--- config.mk ---
export PLATFORM = sky130hd
export DESIGN_NAME = lfc_ctrl
export DESIGN_NICKNAME = d
export VERILOG_FILES = /design/src/pkg/lfc_pkg.sv /design/src/pkg/lfc_tick_if.sv /design/src/hw/lfc_ctrl.sv /design/src/hw/lfc_presc.sv
export SDC_FILE = /design/constraint.sdc
export NUM_CORES = 1
export LEC_CHECK = 0
export BUFFER_PORTS_ARGS = -buffer_cell sky130_fd_sc_hd__buf_2
export CORE_MARGIN = 2
export CORE_UTILIZATION = 52
export DETAILED_ROUTE_END_ITERATION = 10
export MAX_ROUTING_LAYER = met4
export PLACE_DENSITY = 0.73
export SLEW_MARGIN = 5
export SYNTH_ARGS = -nofsm -noshare
export SYNTH_HDL_FRONTEND = slang
export SYNTH_SLANG_ARGS = --single-unit
--- constraint.sdc ---
create_clock -name CLK_I -period 3.6 [get_ports CLK_I]
set_input_delay 0.54 -clock CLK_I [delete_from_list [all_inputs] [get_ports CLK_I]]
set_output_delay 0.54 -clock CLK_I [all_outputs]
set_load 0.02 [all_outputs]
--- src/pkg/lfc_pkg.sv ---
// lfc_pkg: constants and types of the panel frame rate and contrast block
// assumes a 100 MHz system clock and byte-wide register port
package lfc_pkg;

    ////////////////////////////////////////////////////////////////////////
    // clock
    localparam int unsigned CLK_PERIOD_NS = 10;

    ////////////////////////////////////////////////////////////////////////
    // register indices on the plain port
    localparam logic [1:0] ADDR_FRAME_RATE  = 2'h0; // frame_rate_setup
    localparam logic [1:0] ADDR_CONTRAST    = 2'h1; // contrast_drive_setup
    localparam logic [1:0] ADDR_PANEL_CTRL  = 2'h2; // panel control bits

    // reset values
    localparam logic [7:0] FRAME_RATE_RST   = 8'h00;
    localparam logic [7:0] CONTRAST_RST     = 8'h00;
    localparam logic [7:0] PANEL_CTRL_RST   = 8'h00;

    // frame_rate_setup fields
    localparam int unsigned TAP_LSB         = 4;    // prescale_tap_sel 6:4
    localparam int unsigned DIV_LSB         = 0;    // frame_divide_sel 2:0
    // contrast_drive_setup fields
    localparam int unsigned DRV_LSB         = 5;    // drive_time_sel 7:5
    localparam int unsigned LVL_LSB         = 0;    // contrast_level 3:0
    // panel control fields
    localparam int unsigned SRC_BIT         = 7;    // panel_clock_source
    localparam int unsigned DUTY_LSB        = 4;    // duty_sel 5:4
    localparam int unsigned BLANK_BIT       = 0;    // blank_display

    ////////////////////////////////////////////////////////////////////////
    // duty encodings and frame factor K
    typedef enum logic [1:0] {
        LFC_DUTY_STATIC,
        LFC_DUTY_HALF,
        LFC_DUTY_THIRD,
        LFC_DUTY_QUARTER
    } lfc_duty_t;

    localparam logic [2:0] K_THIRD_LAST     = 3'h5; // K = 6, counts 0..5
    localparam logic [2:0] K_OTHER_LAST     = 3'h7; // K = 8, counts 0..7

    // log2 of prescaler division N, per tap code 0..7
    localparam int unsigned TAP_LOG2 [8] = '{4, 6, 7, 8, 9, 10, 11, 12};
    localparam int unsigned PRESC_W         = 12;   // N up to 4096
    localparam int unsigned DCNT_W          = 4;    // half periods up to 2*8

    ////////////////////////////////////////////////////////////////////////
    // nominal driver on-times, codes 0..6; code 7 is half a period
    localparam int unsigned DRV_T0_NS       = 300000;
    localparam int unsigned DRV_T1_NS       = 70000;
    localparam int unsigned DRV_T2_NS       = 150000;
    localparam int unsigned DRV_T3_NS       = 450000;
    localparam int unsigned DRV_T4_NS       = 575000;
    localparam int unsigned DRV_T5_NS       = 850000;
    localparam int unsigned DRV_T6_NS       = 1150000;
    localparam logic [2:0]  DRV_HALF_CODE   = 3'h7;
    localparam int unsigned DRV_CNT_W       = 17;   // 115000 cycles fits

endpackage : lfc_pkg

--- src/pkg/lfc_tick_if.sv ---
// lfc_tick_if: settings to and ticks from the prescaler/divider
// assumes both ends run on the same system clock
`timescale 1ns/1ns
`default_nettype none
interface lfc_tick_if;
    logic       src_tick;   // one panel source clock edge
    logic [2:0] tap_sel;    // prescale_tap_sel
    logic [2:0] div_sel;    // frame_divide_sel
    logic       half_tick;  // each transition of prescaled clock
    logic       full_tick;  // each full prescaled clock period
    logic       ps_level;   // prescaled_panel_clock level

    modport presc (
        input  src_tick, tap_sel, div_sel,
        output half_tick, full_tick, ps_level
    );
    modport core (
        output src_tick, tap_sel, div_sel,
        input  half_tick, full_tick, ps_level
    );
endinterface : lfc_tick_if
`default_nettype wire
--- src/hw/lfc_ctrl.sv ---
// lfc_ctrl: frame rate, driver on-time and contrast control of a segment
// panel controller, with its three byte registers
// assumes a single-cycle register port on CLK_I; ASYNC_CLK_I is unrelated
//
// Added by the designer: strobed register access and the register offsets.
`timescale 1ns/1ns
`default_nettype none

// Behaviour
// Bits 6:4 of frame_rate_setup pick prescaler N of 16,64,...,4096.
// Bits 2:0 of frame_rate_setup divide the prescaler output by field+1.
// Prescaler then divider form the prescaled clock timing the block.
// A frame lasts K*N*D source clocks, K being 6 at 1/3 duty, else 8.
// Bits 7 and 3 of frame_rate_setup read as zero.
// Bits 7:5 of contrast_drive_setup pick a nominal driver on-time.
// Driver on-time never exceeds half a prescaled clock period.
// Static duty or blanking forces half a period of on-time.
// Bits 3:0 of contrast_drive_setup choose the voltage generator code.
// A new contrast code reaches the generator only at frame start.
// Bit 4 of contrast_drive_setup reads as zero.
// Duty codes are 00 static, 01 half, 10 third, 11 quarter.
// The source clock is CLK_I when the source bit is 0, else ASYNC_CLK_I.
// A one-cycle frame start pulse ends each K prescaled periods.
module lfc_ctrl
    import lfc_pkg::*;
#(
    parameter int unsigned DRV_C0 = DRV_T0_NS / CLK_PERIOD_NS, // 300 us
    parameter int unsigned DRV_C1 = DRV_T1_NS / CLK_PERIOD_NS, // 70 us
    parameter int unsigned DRV_C2 = DRV_T2_NS / CLK_PERIOD_NS, // 150 us
    parameter int unsigned DRV_C3 = DRV_T3_NS / CLK_PERIOD_NS, // 450 us
    parameter int unsigned DRV_C4 = DRV_T4_NS / CLK_PERIOD_NS, // 575 us
    parameter int unsigned DRV_C5 = DRV_T5_NS / CLK_PERIOD_NS, // 850 us
    parameter int unsigned DRV_C6 = DRV_T6_NS / CLK_PERIOD_NS  // 1150 us
)
(
    input  wire logic       CLK_I,         // system clock, 100 MHz
    input  wire logic       SRST_I,        // sync reset, active high
    input  wire logic [1:0] ADDR_I,        // register index
    input  wire logic [7:0] WDATA_I,       // write data
    input  wire logic       WR_I,          // write strobe
    input  wire logic       RD_I,          // read strobe
    output logic      [7:0] RDATA_O,       // read data, cycle after RD_I
    input  wire logic       ASYNC_CLK_I,   // asynchronous source clock
    output logic            PS_CLK_O,      // prescaled_panel_clock level
    output logic            FRAME_START_O, // frame start pulse
    output logic            DRIVE_ON_O,    // panel drivers conducting
    output logic      [3:0] CONTRAST_O     // code to voltage generator
);

    ////////////////////////////////////////////////////////////////////////
    // register storage
    logic [2:0] prescale_tap_sel_r;
    logic [2:0] frame_divide_sel_r;
    logic [2:0] drive_time_sel_r;
    logic [3:0] contrast_level_r;
    logic       panel_clock_source_r;
    lfc_duty_t  duty_sel_r;
    logic       blank_display_r;
    logic [7:0] rdata_r;

    // async source synchroniser and edge detect
    logic       async_s1_r;
    logic       async_s2_r;
    logic       async_s3_r;
    logic       async_rise;

    // frame sequencer
    logic [2:0] fcnt_r;
    logic [2:0] k_last;
    logic       frame_start_r;

    // contrast applied to the generator
    logic [3:0] contrast_applied_r;

    // driver on-time
    logic                 drive_r;
    logic [DRV_CNT_W-1:0] drv_cnt_r;
    logic [DRV_CNT_W-1:0] drv_limit;
    logic                 drv_half_mode;

    lfc_tick_if tk ();

    ////////////////////////////////////////////////////////////////////////
    // register writes
    always_ff @(posedge CLK_I) begin
        if (SRST_I) begin
            prescale_tap_sel_r <= FRAME_RATE_RST[TAP_LSB +: 3];
            frame_divide_sel_r <= FRAME_RATE_RST[DIV_LSB +: 3];
        end else if (WR_I && (ADDR_I == ADDR_FRAME_RATE)) begin
            prescale_tap_sel_r <= WDATA_I[TAP_LSB +: 3];
            frame_divide_sel_r <= WDATA_I[DIV_LSB +: 3];
        end
    end

    always_ff @(posedge CLK_I) begin
        if (SRST_I) begin
            drive_time_sel_r <= CONTRAST_RST[DRV_LSB +: 3];
            contrast_level_r <= CONTRAST_RST[LVL_LSB +: 4];
        end else if (WR_I && (ADDR_I == ADDR_CONTRAST)) begin
            drive_time_sel_r <= WDATA_I[DRV_LSB +: 3];
            contrast_level_r <= WDATA_I[LVL_LSB +: 4];
        end
    end

    always_ff @(posedge CLK_I) begin
        if (SRST_I) begin
            panel_clock_source_r <= PANEL_CTRL_RST[SRC_BIT];
            duty_sel_r           <= lfc_duty_t'(PANEL_CTRL_RST[DUTY_LSB +: 2]);
            blank_display_r      <= PANEL_CTRL_RST[BLANK_BIT];
        end else if (WR_I && (ADDR_I == ADDR_PANEL_CTRL)) begin
            panel_clock_source_r <= WDATA_I[SRC_BIT];
            duty_sel_r           <= lfc_duty_t'(WDATA_I[DUTY_LSB +: 2]);
            blank_display_r      <= WDATA_I[BLANK_BIT];
        end
    end

    ////////////////////////////////////////////////////////////////////////
    // register reads, data valid only in the cycle after the strobe
    always_ff @(posedge CLK_I) begin
        if (SRST_I) begin
            rdata_r <= 8'h00;
        end else if (RD_I) begin
            unique case (ADDR_I)
                ADDR_FRAME_RATE: begin
                    rdata_r <= {1'b0, prescale_tap_sel_r,
                                1'b0, frame_divide_sel_r};
                end
                ADDR_CONTRAST: begin
                    rdata_r <= {drive_time_sel_r, 1'b0,
                                contrast_level_r};
                end
                ADDR_PANEL_CTRL: begin
                    rdata_r <= {panel_clock_source_r, 1'b0, duty_sel_r,
                                3'h0, blank_display_r};
                end
                default: begin
                    rdata_r <= 8'h00;
                end
            endcase
        end else begin
            rdata_r <= 8'h00;
        end
    end

    assign RDATA_O = rdata_r;

    ////////////////////////////////////////////////////////////////////////
    // asynchronous source clock: two-flop sync, then edge detect
    always_ff @(posedge CLK_I) begin
        if (SRST_I) begin
            async_s1_r <= 1'b0;
            async_s2_r <= 1'b0;
            async_s3_r <= 1'b0;
        end else begin
            async_s1_r <= ASYNC_CLK_I;
            async_s2_r <= async_s1_r;
            async_s3_r <= async_s2_r;
        end
    end

    assign async_rise = async_s2_r && !async_s3_r;

    ////////////////////////////////////////////////////////////////////////
    // source clock select and prescaler/divider
    assign tk.src_tick = panel_clock_source_r ? async_rise : 1'b1;
    assign tk.tap_sel  = prescale_tap_sel_r;
    assign tk.div_sel  = frame_divide_sel_r;

    lfc_presc u_presc (
        .clk_i  (CLK_I),
        .srst_i (SRST_I),
        .tk     (tk.presc)
    );

    assign PS_CLK_O = tk.ps_level;

    ////////////////////////////////////////////////////////////////////////
    // frame sequencer: K prescaled periods per frame
    always_comb begin
        k_last = (duty_sel_r == LFC_DUTY_THIRD) ? K_THIRD_LAST
                                                : K_OTHER_LAST;
    end

    always_ff @(posedge CLK_I) begin
        if (SRST_I) begin
            fcnt_r        <= 3'h0;
            frame_start_r <= 1'b0;
        end else if (tk.full_tick) begin
            if (fcnt_r >= k_last) begin
                fcnt_r        <= 3'h0;
                frame_start_r <= 1'b1;
            end else begin
                fcnt_r        <= fcnt_r + 3'h1;
                frame_start_r <= 1'b0;
            end
        end else begin
            frame_start_r <= 1'b0;
        end
    end

    assign FRAME_START_O = frame_start_r;

    ////////////////////////////////////////////////////////////////////////
    // contrast code taken over only at frame start
    always_ff @(posedge CLK_I) begin
        if (SRST_I) begin
            contrast_applied_r <= CONTRAST_RST[LVL_LSB +: 4];
        end else if (frame_start_r) begin
            contrast_applied_r <= contrast_level_r;
        end
    end

    assign CONTRAST_O = contrast_applied_r;

    ////////////////////////////////////////////////////////////////////////
    // nominal on-time in system cycles
    always_comb begin
        unique case (drive_time_sel_r)
            3'h0:    drv_limit = DRV_CNT_W'(DRV_C0);
            3'h1:    drv_limit = DRV_CNT_W'(DRV_C1);
            3'h2:    drv_limit = DRV_CNT_W'(DRV_C2);
            3'h3:    drv_limit = DRV_CNT_W'(DRV_C3);
            3'h4:    drv_limit = DRV_CNT_W'(DRV_C4);
            3'h5:    drv_limit = DRV_CNT_W'(DRV_C5);
            3'h6:    drv_limit = DRV_CNT_W'(DRV_C6);
            default: drv_limit = DRV_CNT_W'(DRV_C6);
        endcase
        // half-period mode: stay on until the next transition
        drv_half_mode = (drive_time_sel_r == DRV_HALF_CODE)
                     || (duty_sel_r == LFC_DUTY_STATIC)
                     || blank_display_r;
    end

    ////////////////////////////////////////////////////////////////////////
    // driver on-time: starts at each transition, ends at the nominal time
    // or at the next transition, whichever comes first
    always_ff @(posedge CLK_I) begin
        if (SRST_I) begin
            drive_r   <= 1'b0;
            drv_cnt_r <= '0;
        end else if (tk.half_tick) begin
            drive_r   <= 1'b1;
            drv_cnt_r <= DRV_CNT_W'(1);
        end else if (drive_r && !drv_half_mode) begin
            if (drv_cnt_r >= drv_limit) begin
                drive_r <= 1'b0;
            end else begin
                drv_cnt_r <= drv_cnt_r + 1'b1;
            end
        end
    end

    assign DRIVE_ON_O = drive_r;

endmodule : lfc_ctrl
`default_nettype wire

--- src/hw/lfc_presc.sv ---
// lfc_presc: tap prescaler plus 1..8 divider making the prescaled clock
// assumes src_tick marks one panel source clock edge per system cycle
`timescale 1ns/1ns
`default_nettype none
module lfc_presc
    import lfc_pkg::*;
(
    input  wire logic     clk_i,  // system clock
    input  wire logic     srst_i, // synchronous reset
    lfc_tick_if.presc     tk      // settings in, ticks out
);

    logic [PRESC_W-1:0] pcnt_r;      // free running source count
    logic [PRESC_W-1:0] half_mask;   // low bits for N/2
    logic               pre_tick;    // one tick per N/2 source edges
    logic [DCNT_W-1:0]  dcnt_r;      // half periods inside divider
    logic [DCNT_W-1:0]  d_last;      // D - 1
    logic [DCNT_W-1:0]  d2_last;     // 2D - 1
    logic               mid_hit;
    logic               end_hit;

    ////////////////////////////////////////////////////////////////////////
    // tap select: mask of log2(N)-1 low bits
    always_comb begin
        half_mask = PRESC_W'((1 << (TAP_LOG2[tk.tap_sel] - 1)) - 1);
        pre_tick  = tk.src_tick && ((pcnt_r & half_mask) == half_mask);
    end

    // source edge counter
    always_ff @(posedge clk_i) begin
        if (srst_i) begin
            pcnt_r <= '0;
        end else if (tk.src_tick) begin
            pcnt_r <= pcnt_r + 1'b1;
        end
    end

    ////////////////////////////////////////////////////////////////////////
    // divider: D = field + 1, counted in half periods
    always_comb begin
        d_last  = DCNT_W'(tk.div_sel);
        d2_last = DCNT_W'({tk.div_sel, 1'b1});
        mid_hit = (dcnt_r == d_last);
        end_hit = (dcnt_r >= d2_last);
    end

    always_ff @(posedge clk_i) begin
        if (srst_i) begin
            dcnt_r <= '0;
        end else if (pre_tick) begin
            dcnt_r <= end_hit ? '0 : dcnt_r + 1'b1;
        end
    end

    ////////////////////////////////////////////////////////////////////////
    // prescaled clock level and registered tick pulses
    always_ff @(posedge clk_i) begin
        if (srst_i) begin
            tk.half_tick <= 1'b0;
            tk.full_tick <= 1'b0;
            tk.ps_level  <= 1'b0;
        end else begin
            tk.half_tick <= pre_tick && (mid_hit || end_hit);
            tk.full_tick <= pre_tick && end_hit;
            if (pre_tick && (mid_hit || end_hit)) begin
                tk.ps_level <= ~tk.ps_level;
            end
        end
    end

endmodule : lfc_presc
`default_nettype wire

After elaboration in Yosys (flattened, before gate mapping). Memory sizes are Yosys's and may differ from the RTL's. Index checks and enable logic that the tools add are counted.

Register bits after elaboration: 73. Bits in latches: 0. RAM bits: 0. ROM bits: 256. Output and inout port bits: 15. Word-level logic and storage cells: 91. Memories kept: 1.

Memories: (no name shown) (words 8, width 32, rd ports 1, clocked after memory_dff 0, wr ports 0, line lfc_presc.sv:25) `half_mask = PRESC_W'((1 << (TAP_LOG2[tk.tap_sel] - 1)) - 1);`.

Add/sub/neg operators: 6. $mul: 0. Div/mod/pow operators: 0. Order comparisons: 4. Equality and inequality tests: 12. Shift-type cells: 1. Mux-type cells: 15. Bitwise logic cells: 6. Reductions and logical operators: 24.

Operators with widths (count): 17-bit case mux with 6 select lines (1); 32-bit 2-to-1 mux (2); 1-bit by 32-bit left shift with 12-bit output (first input constant) (1); 32-bit by 1-bit subtractor with 32-bit output (second input constant) (1); 8-bit case mux with 3 select lines (1); 17-bit by 1-bit adder with 17-bit output (second input constant) (1); 17-bit greater-or-equal comparator (1); 12-bit by 1-bit adder with 12-bit output (second input constant) (1); 12-bit AND (1); 12-bit == test (1); 12-bit by 2-bit subtractor with 12-bit output (second input constant) (1); 3-bit == test (second input constant) (3); 1-bit logical AND (8); 1-bit 2-to-1 mux (8); 3-bit by 2-bit == test with 1-bit output (second input constant) (2); 2-bit AND reduction (3); 2-bit OR reduction (3); 4-bit by 1-bit adder with 4-bit output (second input constant) (1); 2-bit == test (second input constant) (2); 4-bit by 3-bit == test with 1-bit output (1); 4-bit greater-or-equal comparator (1); 4-bit greater-or-equal comparator (second input constant) (1); 2-bit logical NOT (2); 4-bit 2-to-1 mux (1); 13 further kinds (20).

Longest topological paths before layout.
Word-level depth: 11. Depth in mapped cells: 18. Depth with buffers taken out: 17.

Modules after synthesis. From an unflattened synthesis, not the netlist that was laid out.

Cell total of the unflattened synthesis: 497. Area, all modules: 4209.0 um^2.

Modules (own cells, without submodules): lfc_ctrl (times used 1, cells each 334, area an instance 2845.2 um^2, sequential area each 1081.0 um^2); lfc_presc (times used 1, cells each 163, area an instance 1363.8 um^2, sequential area each 380.4 um^2).

Worst setup path after synthesis. Ideal clock, no wire load.

Path kind: reg-to-reg. Start point: reg prescale_tap_sel_r[0]. End point: reg u_presc.dcnt_r[0]. Arrival: 3806 ps. Slack: -327 ps. Stages on the path, launching flop included: 17. Path buffers: 1. Period minus slack after synthesis: 3927 ps. Path through: dfxtp_1 ha_1 and2_1 nor2_1 and3_1 ha_1 and3b_1 o21ai_1 nand2_1 nand2_1 ha_1 o221ai_2 or3_1 a41o_1 or3_1 buf_6 mux2_4.

Word-level cells in the longest chain between the ends: 10.

Ends and longest elaborated chain: start: declaration (line lfc_ctrl.sv:52) `logic [2:0] prescale_tap_sel_r;`; start signal: assignment (line lfc_ctrl.sv:87) `prescale_tap_sel_r <= FRAME_RATE_RST[TAP_LSB +: 3];`; start signal: assignment (line lfc_ctrl.sv:90) `prescale_tap_sel_r <= WDATA_I[TAP_LSB +: 3];`; 3-bit NOT with 4-bit output (not written as such) * (line lfc_presc.sv:25); memory 8 x 32 bit *; 32-bit 2-to-1 mux (not written as such) * (2 in series) (line lfc_presc.sv:25); 32-bit by 1-bit subtractor with 32-bit output * (line lfc_presc.sv:25); 1-bit by 32-bit left shift with 12-bit output * (line lfc_presc.sv:25); 12-bit by 2-bit subtractor with 12-bit output * (line lfc_presc.sv:25); 12-bit AND (line lfc_presc.sv:26) `pre_tick = tk.src_tick && ((pcnt_r & half_mask) == half_mask);`; 12-bit == test * (line lfc_presc.sv:26); 1-bit logical AND * (line lfc_presc.sv:26); end signal: assignment (line lfc_presc.sv:51) `dcnt_r <= end_hit ? '0 : dcnt_r + 1'b1;`; end: declaration (line lfc_presc.sv:16) `logic [DCNT_W-1:0] dcnt_r;`.

Every way passes the cells marked *; elsewhere a longest branch is shown, timed or not. The select of a mux whose other input is x is not followed. A chain may end at the register's enable or synchronous reset.

Worst setup path in the final report. Same ends and word-level chain as after synthesis.

==> impl_results.md <==
- Leading area contributor after synthesis: dfxtp_1
- Die width: 96.7 um
- Slew margin rel.: 36.0%
- Hold slack final: 390 ps
- Mapped Nets: 597
- R2R cell count: 15
- Post-synth top flop: dfxtp_1
- Via count: roughly 4.1k
- Fillcell total: 721
- Number of buffers created by CTS: 9
- Synth Warn #: 0
- Num rows: 33
- Skew-Pair Late Insertion Delay: ~350 ps
- Via count of the first global-routing pass: 4,011
- GP Congestion: approximately 0.94
- Synth top area share: 32.7%
- Starting Density: 54.1%
- Max-Cap Viols: 0
- Worst endpoint required time: 3850 ps
- R2R Path Start: prescale_tap_sel_r[0]$_SDFFE_PP0P_
- Antenna Nets Post-Route: 0
- Worst Min Path Start: ASYNC_CLK_I
- Hold_buf cts: 0
- Core Region: 8260 um^2
- Status: finished, final reports clean
- Clock Root Buffer: clkbuf_8
- Critical path depth: 15
- Peak supply drop: 226 uV
- Post-synth EDFFs: 0
- GRT overflow: 0
- Max Fanout on Critical Path: 6
- Post-Syn Area: approximately 4500 um^2
- Slowest-stage cell, CP: or3_4
- Delay-heaviest family, CP: simple AND/OR/NAND/NOR gates
- Synth Instances: 543
- TritonCTS Sinks: 73
- DRC viols: 0
- Synth cell count leaders: dfxtp_1 (73), nor2_1 (64), a21oi_1 (47)
- Period utilization: a little over nine tenths
- Cell Pwr Density: roughly 330 nW/um^2
- # IOs: 30
- Area Overhead vs Synth: 16.9%
- Slew @ Worst Pin: 960 ps
- Seq/Total Area, Yosys: 32.7%
- Buf+Inv Stages, Crit Path: 1
- Overall Global Routing Usage: a little under a quarter
- Initial DRC Count: 127
- Port bufs: 29
- Worst clock skew: between 10 and 15 ps
- Routed WL per cell: 15.5 um
- DP HPWL: about 8000 um
- Flops & latches, synth: between 70 and 80
- Die footprint: 9350 um^2
- Layout Nets: approximately 640
- Routed WL: 10,800 um
- H-tree depth: 3
- RSZ-0062 raised after global routing: true
- Syn avg cell area: 8.23 um^2
- # diodes: 0
- Via/cell ratio: 5.87
- CP Launch Type: flip-flop
- Final hold violations: 0
- Synth top area cells: dfxtp_1 (33%), ha_1 (11%), nor2_1 (5.4%)
- Crit path DAT: 3720 ps
- Critical path startpoint: prescale_tap_sel_r[0]$_SDFFE_PP0P_
- Fmax: 0.288 GHz
- Worst setup EP type: flip-flop
- First-pass GRT wire length: between 15,000 and 20,000 um
- Leak: 0.00203 uW
- Clock Pin Slew Worst Setup and Hold Paths: ~90 ps
- Count leader, synth: dfxtp_1
- Antenna violations before repair: 0
- CTS tree: built
- Number of setup violations in the final report: 0
- Reg-to-reg slack, setup: around 130 ps
- Netlist cell types: between 60 and 70
- Slowest stage delay, CP: 460 ps
- Async set-reset flop share out of synthesis: 0%
- CP Capture Point: u_presc.dcnt_r[0]$_SDFFE_PP0P_
- Max Transition Viols Final: 0
- Largest net degree at the start of global routing: 58
- TritonRoute pass-1 iters: 5
- Tmin final: 3470 ps
- Hold crit path type: primary input to flip-flop
- Worst reg2reg endpoint: u_presc.dcnt_r[0]$_SDFFE_PP0P_
- Kind of critical path: flip-flop to flip-flop
- Cells along the critical path: ha_2, nor2_2, nor2_2, and3_4, ha_4, and3b_1, o21ai_2, a21oi_2, inv_2, ha_4, o221ai_2, nor4_2, nand4b_1, or3_4, mux2_4
- Clk buf depth: 2
- Layout cell share with drive strength beyond 1: 21.0%
- Util after Layout: ~63%
- Die Ht: 96.7 um
-- cell families after synthesis --
kind of cell	count (synthesis)	synth area share (%)
AO/OA/AOI/OAI	115	16.9
flip-flops	73	32.7
buffers and inverters	50	4.56
adder cells (fa/ha/maj)	39	10.9
multiplexers	19	4.42
AND/OR/NAND/NOR	222	25.6
XOR/XNOR	25	4.90
-- layout by cell type (no fill, tap or decap), types with 6 or more instances in the layout --
cell type / instances
nor2_1: 61
xor2_1: 6
and3_1: 6
a31oi_1: 6
a21oi_1: 44
ha_1: 31
buf_4: 26
o21ai_0: 15
buf_2: 29
clkbuf_8: 9
a211oi_1: 6
nand4_1: 10
xnor2_1: 19
or3_1: 8
inv_1: 24
nor3_1: 15
nand2_1: 39
a2111oi_0: 6
nor2b_1: 12
dfxtp_1: 69
nand3_1: 21
mux2i_1: 16
-- report_power, final --
group	switching [uW]	total, uW	internal (uW)	leakage, uW
registers	15.1	833	818	0.000593
logic	150	259	109	0.00133
clock network	351	657	306	0.000101
-- area by class of cell --
class | count | area [um^2] | share of cell area, %
Multi-Input combinational cell | 420 | 2980 | 57.0
Sequential cell | 73 | 1470 | 28.2
Timing Repair Buffer | 55 | 340 | 6.52
Clock buffer | 10 | 149 | 2.85
Tap cell | 105 | 131 | 2.52
Inverter | 26 | 100 | 1.92
Clock inverter | 6 | 53.8 | 1.03
-- repair_timing --
item,4_1_cts,5_1_grt
resized for setup,5,26
buffers inserted,0,1
pin swaps,2,9
endpoints found under the setup margin,5,17
-- worst min path at each step --
stage / slack, ps / to / cells past startpoint
after floorplan: 410 / async_s2_r$_SDFF_PP0_ / 1
after global placement: 430 / async_s3_r$_SDFF_PP0_ / 2
after detailed placement: 430 / async_s2_r$_SDFF_PP0_ / 1
after CTS: 380 / async_s1_r$_SDFF_PP0_ / 2
after global routing: 380 / async_s1_r$_SDFF_PP0_ / 2
final: 390 / async_s1_r$_SDFF_PP0_ / 2
-- metal layers --
metal / GRT usage [%] / vias to the layer above / wire, um
li1: - / 2022 / -
met2: 40.0 / 84 / 5480
met3: 4.55 / 17 / 355
met4: 8.88 / 0 / 161
met1: 28.4 / 1955 / 4780
met5: - / - / 0
-- sequential cells by signal (all words and copies together), names as in the netlist, 4 cells and up --
register,flops
contrast_level_r,4
u_presc.dcnt_r,4
RDATA_O,8
drv_cnt_r,17
u_presc.pcnt_r,12
CONTRAST_O,4
-- per-stage QoR --
stage	TNS (ps)	total power, uW	instance area (um^2)	cells	setup slack [ps]
3_5_place_dp	-177	1090	4880	678	-76.3
4_1_cts	0	1750	5110	694	5.17
3_3_place_gp	0	1080	4880	678	55.4
2_1_floorplan	0	1030	4520	543	2.26
6_report	0	1750	5220	695	131
5_1_grt	-34.6	1830	5220	695	-22.3
Power figures use the tool's default switching activity.
